File: src/nsc_pkg.sv
// Constants and carrier types for the NMI status and system control ports.
// Assumes a 16-bit I/O address space and byte-wide I/O data.
package nsc_pkg;

    // ==========================================================
    // Port addresses
    localparam int ADDR_W = 16;
    localparam logic [15:0] PORT_STATUS_CTRL = 16'h0061;
    localparam logic [15:0] PORT_CMOS_INDEX = 16'h0070;

    // ==========================================================
    // Status and control byte layout
    localparam int BIT_SYS_FLAG = 7;
    localparam int BIT_CHK_FLAG = 6;
    localparam int BIT_C2_LEVEL = 5;
    localparam int BIT_REFRESH = 4;
    localparam int BIT_CHK_DIS = 3;
    localparam int BIT_SYS_DIS = 2;
    localparam int BIT_SPK_GATE = 1;
    localparam int BIT_C2_GATE = 0;

    // ==========================================================
    // Index and mask byte layout
    localparam int BIT_NMI_MASK = 7;
    localparam int INDEX_W = 6;

    // ==========================================================
    // Reset values
    localparam logic RST_CHK_DIS = 1'h1;
    localparam logic RST_SYS_DIS = 1'h1;
    localparam logic RST_SPK_GATE = 1'h0;
    localparam logic RST_C2_GATE = 1'h0;
    localparam logic RST_NMI_MASK = 1'h1;
    localparam logic [5:0] RST_INDEX = 6'h00;
    localparam logic [7:0] RST_BYTE = 8'h00;

    typedef struct packed {
        logic rd;
        logic wr;
        logic [15:0] addr;
        logic [7:0] wdata;
    } nsc_io_req_type;

    typedef struct packed {
        logic rd;
        logic wr;
        logic clock_chip_select_low;
        logic clock_chip_address_strobe;
        logic [15:0] addr;
        logic [7:0] wdata;
    } nsc_isa_cycle_type;

    typedef struct packed {
        logic channel_check_disable;
        logic system_error_disable;
        logic speaker_gate;
        logic counter2_gate;
    } nsc_ctrl_type;

endpackage

File: src/nsc_nmi_ctrl.sv
// NMI status and system control ports: latched error sources, global mask,
// speaker and counter 2 gating, CMOS index, and pass-through of the index port.
// Assumes counter 2 output and refresh pulse come from logic on i_mclk,
// while the error pins are asynchronous.
//
// Behaviour
// - A system error pulse on the error pin sets the system error flag in bit 7.
// - Bit 2 written 1 clears and holds off the system error flag, written 0 enables it.
// - An asserted channel check pin sets the channel check flag in bit 6.
// - Bit 3 written 1 clears and holds off the channel check flag, written 0 enables it.
// - Bit 5 reads the live counter 2 output level.
// - Bit 4 flips after every completed refresh cycle.
// - Bit 1 gates the speaker: low when clear, counter 2 output when set.
// - Bit 0 enables counter 2 counting.
// - Bit 7 of the index port set blocks NMI delivery, clear allows it.
// - Index port accesses go to the peripheral bus, reads without chip select or strobe.
// - The low six bits of the index port hold the CMOS index; bit 6 is reserved.
`timescale 1ns/1ps
module nsc_nmi_ctrl (
    input wire logic i_mclk,
    input wire logic i_arst_n,
    input wire nsc_pkg::nsc_io_req_type i_io_req,
    input wire logic i_system_error_low,
    input wire logic i_channel_check_low,
    input wire logic i_counter2_out,
    input wire logic i_refresh_done,
    output logic [7:0] o_io_rdata,
    output logic o_io_rdata_valid,
    output nsc_pkg::nsc_isa_cycle_type o_isa_cycle,
    output logic o_counter2_gate,
    output logic o_speaker_output,
    output logic o_nmi,
    output logic [5:0] o_cmos_index
);
    // ==========================================================
    // Reset release
    logic rst_meta_n;
    logic rst_n;

    always_ff @(posedge i_mclk or negedge i_arst_n) begin
        if (!i_arst_n) begin
            rst_meta_n <= 1'h0;
            rst_n <= 1'h0;
        end else begin
            rst_meta_n <= 1'h1;
            rst_n <= rst_meta_n;
        end
    end

    // ==========================================================
    // Error pins
    logic [1:0] pin_level;

    nsc_pin_sync #(
        .WIDTH(2),
        .IDLE(2'h3)
    ) u_pin_sync (
        .i_mclk(i_mclk),
        .i_rst_n(rst_n),
        .i_pin({i_system_error_low, i_channel_check_low}),
        .o_level(pin_level)
    );

    logic system_error_seen;
    logic channel_check_seen;
    assign system_error_seen = !pin_level[1];
    assign channel_check_seen = !pin_level[0];

    // ==========================================================
    // Decode
    function automatic logic hit(input nsc_pkg::nsc_io_req_type req,
                                 input logic [15:0] port);
        return req.addr == port;
    endfunction

    logic wr_status;
    logic rd_status;
    logic wr_index;
    logic rd_index;
    assign wr_status = i_io_req.wr && hit(i_io_req, nsc_pkg::PORT_STATUS_CTRL);
    assign rd_status = i_io_req.rd && hit(i_io_req, nsc_pkg::PORT_CMOS_INDEX) == 1'h0
                       && hit(i_io_req, nsc_pkg::PORT_STATUS_CTRL);
    assign wr_index = i_io_req.wr && hit(i_io_req, nsc_pkg::PORT_CMOS_INDEX);
    assign rd_index = i_io_req.rd && hit(i_io_req, nsc_pkg::PORT_CMOS_INDEX);

    // ==========================================================
    // Control and status state
    nsc_pkg::nsc_ctrl_type ctrl;
    nsc_pkg::nsc_ctrl_type next_ctrl;
    logic system_error_flag;
    logic next_system_error_flag;
    logic channel_check_flag;
    logic next_channel_check_flag;
    logic refresh_toggle;
    logic next_refresh_toggle;
    logic global_nmi_mask;
    logic next_global_nmi_mask;
    logic [5:0] cmos_index;
    logic [5:0] next_cmos_index;

    always_comb begin
        next_ctrl = ctrl;
        next_global_nmi_mask = global_nmi_mask;
        next_cmos_index = cmos_index;
        // Upper bits of the write are not controls
        if (wr_status) begin
            next_ctrl.channel_check_disable = i_io_req.wdata[nsc_pkg::BIT_CHK_DIS];
            next_ctrl.system_error_disable = i_io_req.wdata[nsc_pkg::BIT_SYS_DIS];
            next_ctrl.speaker_gate = i_io_req.wdata[nsc_pkg::BIT_SPK_GATE];
            next_ctrl.counter2_gate = i_io_req.wdata[nsc_pkg::BIT_C2_GATE];
        end
        if (wr_index) begin
            next_global_nmi_mask = i_io_req.wdata[nsc_pkg::BIT_NMI_MASK];
            next_cmos_index = i_io_req.wdata[nsc_pkg::INDEX_W-1:0];
        end
        // Disabled source holds its flag clear; an event on the disabling
        // write cycle still lands, and is cleared one cycle later.
        next_system_error_flag = !ctrl.system_error_disable
                                 && (system_error_flag || system_error_seen);
        next_channel_check_flag = !ctrl.channel_check_disable
                                  && (channel_check_flag || channel_check_seen);
        next_refresh_toggle = refresh_toggle ^ i_refresh_done;
    end

    always_ff @(posedge i_mclk or negedge rst_n) begin
        if (!rst_n) begin
            ctrl.channel_check_disable <= nsc_pkg::RST_CHK_DIS;
            ctrl.system_error_disable <= nsc_pkg::RST_SYS_DIS;
            ctrl.speaker_gate <= nsc_pkg::RST_SPK_GATE;
            ctrl.counter2_gate <= nsc_pkg::RST_C2_GATE;
            system_error_flag <= 1'h0;
            channel_check_flag <= 1'h0;
            refresh_toggle <= 1'h0;
            global_nmi_mask <= nsc_pkg::RST_NMI_MASK;
            cmos_index <= nsc_pkg::RST_INDEX;
        end else begin
            ctrl <= next_ctrl;
            system_error_flag <= next_system_error_flag;
            channel_check_flag <= next_channel_check_flag;
            refresh_toggle <= next_refresh_toggle;
            global_nmi_mask <= next_global_nmi_mask;
            cmos_index <= next_cmos_index;
        end
    end

    // ==========================================================
    // Read data and outputs
    function automatic logic [7:0] status_byte(input logic sys_flag,
                                               input logic chk_flag,
                                               input logic c2_level,
                                               input logic toggle,
                                               input nsc_pkg::nsc_ctrl_type c);
        logic [7:0] b;
        b = nsc_pkg::RST_BYTE;
        b[nsc_pkg::BIT_SYS_FLAG] = sys_flag;
        b[nsc_pkg::BIT_CHK_FLAG] = chk_flag;
        b[nsc_pkg::BIT_C2_LEVEL] = c2_level;
        b[nsc_pkg::BIT_REFRESH] = toggle;
        b[nsc_pkg::BIT_CHK_DIS] = c.channel_check_disable;
        b[nsc_pkg::BIT_SYS_DIS] = c.system_error_disable;
        b[nsc_pkg::BIT_SPK_GATE] = c.speaker_gate;
        b[nsc_pkg::BIT_C2_GATE] = c.counter2_gate;
        return b;
    endfunction

    logic [7:0] next_io_rdata;
    logic next_io_rdata_valid;
    nsc_pkg::nsc_isa_cycle_type next_isa_cycle;
    logic next_speaker_output;
    logic next_nmi;

    always_comb begin
        next_io_rdata = o_io_rdata;
        next_io_rdata_valid = rd_status || rd_index;
        if (rd_status) begin
            next_io_rdata = status_byte(system_error_flag, channel_check_flag,
                                        i_counter2_out, refresh_toggle, ctrl);
        end else if (rd_index) begin
            // Local copy answers; reserved bit 6 reads zero
            next_io_rdata = nsc_pkg::RST_BYTE;
            next_io_rdata[nsc_pkg::BIT_NMI_MASK] = global_nmi_mask;
            next_io_rdata[nsc_pkg::INDEX_W-1:0] = cmos_index;
        end
        // Index port cycles flow to the peripheral bus; only writes
        // address the clock chip, as it has always been write-only there.
        next_isa_cycle.rd = rd_index;
        next_isa_cycle.wr = wr_index;
        next_isa_cycle.clock_chip_select_low = !wr_index;
        next_isa_cycle.clock_chip_address_strobe = wr_index;
        next_isa_cycle.addr = (rd_index || wr_index) ? i_io_req.addr : o_isa_cycle.addr;
        next_isa_cycle.wdata = wr_index ? i_io_req.wdata : o_isa_cycle.wdata;
        next_speaker_output = ctrl.speaker_gate && i_counter2_out;
        next_nmi = !global_nmi_mask
                   && ((system_error_flag && !ctrl.system_error_disable)
                       || (channel_check_flag && !ctrl.channel_check_disable));
    end

    always_ff @(posedge i_mclk or negedge rst_n) begin
        if (!rst_n) begin
            o_io_rdata <= nsc_pkg::RST_BYTE;
            o_io_rdata_valid <= 1'h0;
            o_isa_cycle.rd <= 1'h0;
            o_isa_cycle.wr <= 1'h0;
            o_isa_cycle.clock_chip_select_low <= 1'h1;
            o_isa_cycle.clock_chip_address_strobe <= 1'h0;
            o_isa_cycle.addr <= nsc_pkg::PORT_CMOS_INDEX;
            o_isa_cycle.wdata <= nsc_pkg::RST_BYTE;
            o_counter2_gate <= nsc_pkg::RST_C2_GATE;
            o_speaker_output <= 1'h0;
            o_nmi <= 1'h0;
            o_cmos_index <= nsc_pkg::RST_INDEX;
        end else begin
            o_io_rdata <= next_io_rdata;
            o_io_rdata_valid <= next_io_rdata_valid;
            o_isa_cycle <= next_isa_cycle;
            o_counter2_gate <= next_ctrl.counter2_gate;
            o_speaker_output <= next_speaker_output;
            o_nmi <= next_nmi;
            o_cmos_index <= next_cmos_index;
        end
    end
endmodule

File: src/nsc_pin_sync.sv
// Three-stage pin synchroniser with agreement filter.
// Assumes pins are asynchronous to i_mclk; reset is the synchronised copy.
`timescale 1ns/1ps
module nsc_pin_sync #(
    parameter int WIDTH = 2,
    parameter logic [WIDTH-1:0] IDLE = '1
) (
    input wire logic i_mclk,
    input wire logic i_rst_n,
    input wire logic [WIDTH-1:0] i_pin,
    output logic [WIDTH-1:0] o_level
);
    logic [WIDTH-1:0] meta;
    logic [WIDTH-1:0] stage2;
    logic [WIDTH-1:0] stage3;
    logic [WIDTH-1:0] next_level;

    // ==========================================================
    // Filter: a change counts only when stages two and three agree
    always_comb begin
        for (int i = 0; i < WIDTH; i++) begin
            next_level[i] = (stage2[i] == stage3[i]) ? stage3[i] : o_level[i];
        end
    end

    always_ff @(posedge i_mclk or negedge i_rst_n) begin
        if (!i_rst_n) begin
            meta <= IDLE;
            stage2 <= IDLE;
            stage3 <= IDLE;
            o_level <= IDLE;
        end else begin
            meta <= i_pin;
            stage2 <= meta;
            stage3 <= stage2;
            o_level <= next_level;
        end
    end
endmodule

File: config.mk
export PLATFORM = sky130hd
export DESIGN_NAME = nsc_nmi_ctrl
export DESIGN_NICKNAME = d
export VERILOG_FILES = /design/src/nsc_pkg.sv /design/src/nsc_nmi_ctrl.sv /design/src/nsc_pin_sync.sv
export SDC_FILE = /design/constraint.sdc
export NUM_CORES = 1
export LEC_CHECK = 0
export BUFFER_PORTS_ARGS = -buffer_cell sky130_fd_sc_hd__buf_2
export CAP_MARGIN = 30
export CORE_MARGIN = 10
export CORE_UTILIZATION = 30
export CTS_CLUSTER_DIAMETER = 80
export DETAILED_ROUTE_END_ITERATION = 12
export PLACE_DENSITY = 0.51
export SYNTH_ARGS = -nofsm -noshare
export SYNTH_HDL_FRONTEND = slang
export SYNTH_SLANG_ARGS = --single-unit
File: constraint.sdc
create_clock -name i_mclk -period 2.05 [get_ports i_mclk]
set_input_delay 0.41 -clock i_mclk [delete_from_list [all_inputs] [get_ports i_mclk]]
set_output_delay 0.41 -clock i_mclk [all_outputs]
set_load 0.01 [all_outputs]
==> metrics, run 1 <==
RSZ-0062 raised after global routing false; IO Port Bufs slightly below 80; largest area contributor in the synthesized netlist dfrtp_1; I/O pin count 78; register area share after synthesis a little over three fifths; postcts setup bufs 0; largest family of logic cells by synthesized area simple AND/OR/NAND/NOR gates; CP top delay family simple AND/OR/NAND/NOR gates; Reg2Reg Depth 2; Adder-Cell Fraction of Synth Area less than 1%; # hold bufs at CTS 1; Async SR Flop Fraction between 90% and 100%; gpl congestion approximately 0.77; TritonCTS clock tree built; vias post-DR around 1,500; Primary FF master, synth dfrtp_1; initial core utilization 31.0%; worst r2r dst o_nmi; Post-Route WL 5190 microns; Sink Count between 50 and 60; die area between 10,000 and 15,000 sq um; post_cts resized 0; Clk Latency, worst-skew pair about 300 ps; ANT cells 0; critical path depth 5; NumNets Final roughly 280; die span in y between 100 and 150 microns; routed length per instance 14.9 microns; Syn-to-layout area delta 26.5%; crit-path cells buf_2, nor4b_2, and4_4, and3_1, mux2_1; Clock Pin Slew Worst Setup and Hold Paths ~100 ps; Detailed Place HPWL around 3900 microns; fill count 712; layout cell share with drive strength beyond 1 48.8%; hold crit path type reg -> async; Antenna Nets Post-Route 0; H-tree depth 2; Cell Area, Synth ~2200 sq um; pwr/cell area around 700 nW/um^2; critical path class in -> reg; Core ar. 7250 sq um; data required time of the worst path around 2200 ps; CTS Buf Count 5; fraction of synthesized area in multiplexers 8.02%; total grt overflow 0; first-pass GRT wire length 8630 microns; Leak Pwr 1.49 nW; largest net degree at the start of global routing 37; overall power about 0.002 W; top-count cell post-synth dfrtp_1; Final Max Tran Viols 0; gr usage total a little under a tenth; Mean Syn Cell Area about 13 sq um; Crit-path slowest cell mux2_1; Buf/Inv on CP 1; number of flops mapped to enable cells by yosys 0; Sum Neg Setup Slack 0 ps; routed vias/inst approximately 4.4; #FFs+latches synth 56; Synth Area in Compound Gates 3.68%; final setup margin 488 ps; Area contributors post-synth dfrtp_1 (46%), dfstp_2 (18%), mux2_4 (6.0%); Root Driver clkbuf_8; element type at the critical path end flip-flop; Iter 0 DRT Violations 45; worst-path maximum fanout 4; final setup skew 8.60 ps; worst r2r src ctrl[2]; synth warn 0; simple-gate portion of the synthesized area roughly a fifth; Setup crit start kind input port; setup slack, reg-to-reg 1160 ps; Bufs on Longest Clock Path 2; DR pass1 iterations 4; outcome finished, final reports clean; max-capacitance violation count 0; fin crit share roughly three quarters; Fmax roughly 640 MHz; final hold vios 0; Rows 31; DRC viols 0; worst setup path end ctrl[1]; pre-CTS setup slack between 150 and 200 ps; peak supply drop about 0.27 mV; Synth cell types 32; Syn Inst Count 171; Die W roughly 110 microns; worst path arrival time between 1500 and 2000 ps; post-layout min period approximately 1600 ps; Post-synth top cells dfrtp_1 (41), nor2b_1 (17), dfstp_2 (15), nand3_1 (15); longest individual stage delay on the worst path 350 ps; initial antenna violation count 2; vias in the first global route around 1,700; Synthesized Nets approximately 200; Setup crit start i_io_req[11]; top-area cell type share of the netlist area between 40% and 50%; XOR/XNOR share of the synthesized area 0.390%; # setup viols final 0
==> worst register-to-register path, delay by kind of cell (launching register included) <==
| family | cells | cell delay [ps] |
|---|---|---|
| and+or+nand+nor | 1 | 130 |
| DFF | 1 | 580 |
| AOI/OAI and AO/OA | 1 | 80 |
==> power by group <==
group / total, W / switching, W / internal [W]
Sequential: 0.00118 / 0.0000332 / 0.00115
Clock: 0.000616 / 0.000341 / 0.000275
Combinational: 0.000146 / 0.0000804 / 0.0000655
==> sequential cells by signal (all words and copies together) (netlist names) <==
signal	flops
u_pin_sync.o_level	2
system_error_flag	1
o_io_rdata	8
o_counter2_gate	1
o_cmos_index	5
rst_n	1
u_pin_sync.meta	2
o_io_rdata_valid	1
o_nmi	1
o_speaker_output	1
u_pin_sync.stage2	2
o_isa_cycle	22
refresh_toggle	1
global_nmi_mask	1
rst_meta_n	1
ctrl	3
channel_check_flag	1
u_pin_sync.stage3	2
==> placed cells by master, fill, tap and decap left out, types with 2 or more instances in the layout <==
master / count
nand2_1: 8
nor4_4: 2
mux2_1: 4
o21ai_0: 8
or2_1: 3
buf_4: 6
dfrtp_1: 40
nor2b_1: 17
nand4_1: 9
maj3_1: 2
dfstp_2: 15
clkbuf_8: 6
nand3_1: 15
buf_2: 77
and3_1: 2
inv_1: 4
mux2_4: 9
a21oi_1: 2
nor2_1: 4
==> cell type report <==
type                       instances  area (sq um)  area share [%]
timing repair buffer              85           460            16.2
tap                               99           124            4.36
inverter                           4          15.0           0.529
sequential                        56          1420            50.0
multi-input combinational         97           726            25.6
clock buffer                       7          86.3            3.04
clock inverter                     1          7.51           0.264
==> through the flow <==
stage | instance area, sq um | util (%) | std cells | hold slack (ps)
floorplan | 2250 | - | 171 | 114
global placement | 2740 | 37.7 | 340 | 197
detailed placement | 2740 | 37.7 | 340 | 196
CTS | 2840 | 39.2 | 349 | 190
global route | 2840 | 39.2 | 349 | 180
finish | 2840 | 39.2 | 349 | 201
==> per-layer routing <==
layer,vias up,wire length [microns],global-route usage (%)
li1,732,-,-
met1,737,2320,11.5
met2,46,2390,14.7
met3,6,428,4.17
met4,2,49,2.61
met5,-,7,0
==> worst min path at each step <==
stage / to / startpoint / slack, ps / cells past startpoint
after floorplan: rst_meta_n / i_arst_n / 110 / 0
after global placement: rst_meta_n / i_arst_n / 200 / 1
after detailed placement: rst_meta_n / i_arst_n / 200 / 1
final: o_isa_cycle[17] / rst_n / 200 / 0
after global routing: u_pin_sync.meta[0] / i_channel_check_low / 180 / 1
after CTS: u_pin_sync.meta[1] / i_system_error_low / 190 / 1
==> cell families (layout without fill, tap and decap cells) <==
group / after synthesis / in the layout
AO/OA/AOI/OAI: 13 / 13
XOR/XNOR: 1 / 1
adder cells (fa/ha/maj): 2 / 2
buffers and inverters: 18 / 97
flip-flops: 56 / 56
multiplexers: 13 / 13
other: 1 / 1
AND/OR/NAND/NOR: 67 / 67
Power figures use the tool's default switching activity.
==> run 2, diff against run 1 <==
--- a/config.mk
+++ b/config.mk
@@ -11,7 +11,7 @@
 export CORE_UTILIZATION = 30
 export CTS_CLUSTER_DIAMETER = 80
 export DETAILED_ROUTE_END_ITERATION = 12
-export PLACE_DENSITY = 0.51
+export PLACE_DENSITY = 0.52
 export SYNTH_ARGS = -nofsm -noshare
 export SYNTH_HDL_FRONTEND = slang
 export SYNTH_SLANG_ARGS = --single-unit
==> constraint.sdc (replaced) <==
create_clock -name i_mclk -period 1.31 [get_ports i_mclk]
set_input_delay 0.262 -clock i_mclk [delete_from_list [all_inputs] [get_ports i_mclk]]
set_output_delay 0.262 -clock i_mclk [all_outputs]
set_load 0.01 [all_outputs]
==> metrics, run 2 (synthesis results as in run 1) <==
Largest register FFs 22; # setup viols final 2; Reg2Reg Depth 2; Worst Hold Depth 1; IO Port Bufs 77; Core ar. around 7300 sq um; DR pass1 iterations 4; die area 11,300 sq um; final setup margin -10.9 ps; total grt overflow 0; Setup crit start kind input port; Rows 31; worst-path maximum fanout 4; I/O pin count 78; pre-CTS setup slack -382 ps; Clk Latency, worst-skew pair around 310 ps; final hold vios 0; Iter 0 DRT Violations 40; Worst-Margin Slew between 500 and 600 ps; Final Max Tran Viols 0; post-layout min period ~1300 ps; dpl cells approximately 350; routed vias/inst between 4 and 5; max-capacitance violation count 0; vias post-DR ~1,600; routed length per instance about 15 microns; element type at the critical path end flip-flop; Multi-input gate area ~760 sq um; met2 Use GR approximately 16%; data required time of the worst path 1520 ps; outcome finished with violations; relative slew slack between 60 and 70%; met1 Use GR a little under an eighth; most used routing layer met2; Sink Count 56; peak supply drop ~0.53 mV; Leak Pwr roughly 1.5 nW; hold crit path type in -> reg; fill count a little over 700; critical path class in -> reg; worst path arrival time between 1500 and 2000 ps; most frequent cells in the layout buf_2 (72), dfrtp_1 (40), nor2b_1 (17); Die W 107 microns; first-pass GRT wire length about 9000 microns; Post-Route WL roughly 5500 microns; ANT cells 0; initial core utilization between 30% and 40%; initial antenna violation count 2; CTS Buf Count 5; gr usage total between 9 and 10%; most common cell after layout, fill and taps aside buf_2; vias in the first global route about 1,800; Detailed Place HPWL 4010 microns; TritonCTS clock tree built; Syn-to-layout area delta 31.9%; pwr/cell area ~1000 nW/um^2; failing checks negative setup slack; Clock Pin Slew Worst Setup and Hold Paths approximately 110 ps; largest register by flop count o_isa_cycle; hold_ws approximately 46 ps; fin crit share 101%; Post-Layout Cell Count 357; largest net degree at the start of global routing 34; GR Util met3 under 10%; gpl congestion 0.748; RSZ-0062 raised after global routing true; H-tree depth 2; Antenna Nets Post-Route 0; die span in y 107 microns; DRC viols 0; NumNets Final approximately 290; final setup skew 10.1 ps; Root Driver clkbuf_8; Top Registers o_isa_cycle: 22 flops, o_io_rdata: 8 flops, o_cmos_index: 5 flops; layout cell share with drive strength beyond 1 a little over half; Fmax between 700 and 800 MHz; Bufs on Longest Clock Path 2; register area 1420 sq um
[run 2: cell types whose count changed in the layout (fill, tap and decap cells not counted), sizes merged]
cell,change
buf,+7
clkbuf,-2
clkinv,+1
inv,+1
nand3,+1
[run 2: critical path: stages]
cell	delay, ps
buf_6	100
nor4_4	300
and4_4	320
and3_4	240
mux2_4	300
[run 2: what timing repair did]
| item | 4_1_cts | 5_1_grt |
|---|---|---|
| endpoints found under the setup margin | 12 | 4 |
| setup buffers | 1 | 0 |
| hold endpoints to repair | 2 | 0 |
| cloned | 1 | 0 |
| hold buffers | 1 | 0 |
| resized for setup | 3 | 3 |
| pin swaps | 5 | 3 |
[run 2: path summary, 6_finish.rpt]
| kind | from | end | slack (ps) |
|---|---|---|---|
| worst min-delay path | i_channel_check_low | u_pin_sync.meta[0] | 50 |
| worst max-delay path | i_io_req[19] | ctrl[1] | -10 |
| max in group asynchronous | rst_n | ctrl[3] | 660 |
| min in group asynchronous | rst_n | o_isa_cycle[10] | 240 |
| worst max register to register | ctrl[2] | o_nmi | 410 |
| worst min register to register | rst_n | o_isa_cycle[10] | 240 |
[run 2: stage by stage]
step	setup TNS (ps)	util, %	total power, W	area, sq um
after floorplan	-2790	-	0.00197	2290
after global placement	-9900	38.6	0.00212	2800
after detailed placement	-10420	38.6	0.00213	2800
after CTS	0	40.6	0.00315	2950
after global routing	-62.2	40.8	0.00326	2960
final	-21.3	40.8	0.00309	2960
[run 2: cell type report]
cell class              count  area share [%]
flip-flops and latches     56            48.0
multi-input cells          98            25.7
repair buffers             92            18.4
well taps                  99            4.18
clock buffers               5            2.32
clock inverters             3           0.929
inverters                   4           0.507
[run 2: where the power goes]
| part | switching, W | leakage (nW) | internal, W |
|---|---|---|---|
| registers | 0.0000422 | 0.687 | 0.00180 |
| clock network | 0.000596 | 0.0463 | 0.000394 |
| logic | 0.000139 | 0.808 | 0.000119 |
[run 2: layer usage]
layer | vias up | part of all wire [%]
met5 | - | 0.44
met4 | 4 | 0.84
met3 | 10 | 8.6
met2 | 50 | 47
met1 | 771 | 43
li1 | 754 | -
==> run 3, diff against run 2 <==
--- a/config.mk
+++ b/config.mk
@@ -5,13 +5,13 @@
 export SDC_FILE = /design/constraint.sdc
 export NUM_CORES = 1
 export LEC_CHECK = 0
-export BUFFER_PORTS_ARGS = -buffer_cell sky130_fd_sc_hd__buf_2
 export CAP_MARGIN = 30
 export CORE_MARGIN = 10
 export CORE_UTILIZATION = 30
 export CTS_CLUSTER_DIAMETER = 80
 export DETAILED_ROUTE_END_ITERATION = 12
-export PLACE_DENSITY = 0.52
+export DONT_BUFFER_PORTS = 1
+export PLACE_DENSITY = 0.43
 export SYNTH_ARGS = -nofsm -noshare
 export SYNTH_HDL_FRONTEND = slang
 export SYNTH_SLANG_ARGS = --single-unit
==> metrics, run 3 (synthesis results as in run 1) <==
outcome finished, final reports clean; hold crit path type in -> reg; crit-path cells nor4b_4, and4_4, nand3_4, mux2_4; Post-Route WL ~5100 microns; Die W approximately 110 microns; critical path class in -> reg; dpl cells between 200 and 300; Sw Pwr 0.000701 W; CP top delay family simple AND/OR/NAND/NOR gates; RSZ-0062 raised after global routing false; vias in the first global route around 1,500; layout cell share with drive strength beyond 1 ~29%; longest individual stage delay on the worst path around 360 ps; largest register by flop count o_isa_cycle; Final Core Density roughly a third; first-pass GRT wire length between 8000 and 9000 microns; vias post-DR 1,302; final hold vios 0; relative slew slack roughly two thirds; Final Max Tran Viols 0; Sink Count 56; die area 11,300 sq um; most common cell after layout, fill and taps aside dfrtp_1; Clk Latency, worst-skew pair 310 ps; NumNets Final 210; Post-Layout Cell Count 278; initial antenna violation count 0; post-route cell area ~2500 sq um; total grt overflow 0; Rows 31; Detailed Place HPWL ~4000 microns; gpl congestion 0.737; internal power approximately 0.0022 W; Buf/Inv on CP 0; Clock Pin Slew Worst Setup and Hold Paths about 90 ps; Comb pwr share 4.8%; DR pass1 iterations 4; clock share of power between 30% and 40%; TritonCTS clock tree built; final setup skew ~11 ps; post-layout min period 1230 ps; fill count around 730; sequential share of power 63.3%; Crit-path slowest cell mux2_4; Core ar. ~7300 sq um; Syn-to-layout area delta 12.4%; IO Port Bufs 0; Fmax between 800 and 900 MHz; Antenna Nets Post-Route 0; Multi-input gate area between 700 and 800 sq um; Sw Share a little under a quarter; # setup viols final 0; largest net degree at the start of global routing 32; Largest register FFs 22; Leak Pwr 1.16 nW; Worst-Margin Slew a little over 500 ps; routed length per instance approximately 18 microns; worst path arrival time roughly 1400 ps; Sum Neg Setup Slack 0 ps; CTS Buf Count 5; Top Registers o_isa_cycle: 22 flops, o_io_rdata: 8 flops, o_cmos_index: 5 flops; die span in y 107 microns; I/O pin count 78; Placed Area between 2000 and 2500 sq um; element type at the critical path end flip-flop; data required time of the worst path 1500 ps; initial core utilization a little under a third; H-tree depth 2; Root Driver clkbuf_8; most frequent cells in the layout dfrtp_1 (40), nor2b_1 (17), nand3_1 (15), dfstp_2 (15), mux2_4 (11); overall power 0.00294 W; Iter 0 DRT Violations 31; routed vias/inst between 4 and 5; fin crit share around 94%; register area 1420 sq um; Setup crit start kind input port; max-capacitance violation count 0; ANT cells 0; pwr/cell area between 1000 and 1500 nW/um^2; DRC viols 0; peak supply drop about 0.38 mV; worst-path maximum fanout 9; postcts setup bufs 0; post_cts resized 0; gr usage total approximately a tenth; Bufs on Longest Clock Path 2
## run 3: cell count changes in the layout (fill, tap and decap cells not counted), sizes merged
cell,change
nand3,-1
dlygate4sd3,+3
buf,-81
## run 3: path summary, 6_finish.rpt
check | from | to | slack [ps] | depth (start not counted)
worst min-delay path | i_io_req[25] | o_isa_cycle[27] | 50 | 2
worst max register to register | o_cmos_index[2] | o_cmos_index[2] | 390 | 1
max in group asynchronous | rst_n | u_pin_sync.o_level[0] | 720 | 1
min in group asynchronous | i_arst_n | rst_meta_n | 180 | 1
worst min register to register | rst_n | ctrl[1] | 250 | 1
worst max-delay path | i_io_req[11] | o_cmos_index[2] | 80 | 4
## run 3: metal layers
metal	GRT usage (%)	wire length [microns]	share of wire (%)	vias to the layer above
met3	4.47	543	11	4
met2	15.6	2540	50	54
met5	0	0	0	-
li1	-	-	-	588
met4	3.00	49	0.97	0
met1	10.5	1950	38	656
## run 3: power groups by stage
| stage | clock network, W | registers (W) | logic [W] |
|---|---|---|---|
| 6_report | 0.000936 | 0.00186 | 0.000142 |
| 5_1_grt | 0.00108 | 0.00188 | 0.000170 |
| 4_1_cts | 0.000984 | 0.00187 | 0.000144 |
| 3_5_place_dp | 0 | 0.00190 | 0.000135 |
| 3_3_place_gp | 0 | 0.00190 | 0.000129 |
| 2_1_floorplan | 0 | 0.00190 | 0.0000744 |
## run 3: cell type report
cell class	instances	area share [%]
Sequential cell	56	56.3
Tap cell	99	4.91
Inverter	4	0.595
Timing Repair Buffer	14	5.05
Multi-Input combinational cell	97	29.6
Clock inverter	3	0.842
Clock buffer	5	2.73
## run 3: through the flow
stage	hold slack [ps]	setup WS, ps
2_1_floorplan	-33.6	-255
3_3_place_gp	-33.5	-203
3_5_place_dp	-33.5	-242
4_1_cts	14.8	88.3
5_1_grt	31.6	32.7
6_report	53.2	84.8
## run 3: timing repair
item                                    in CTS  in global routing
hold endpoints to repair                     4                  1
endpoints found under the setup margin       0                  0
hold buffers                                 3                  1
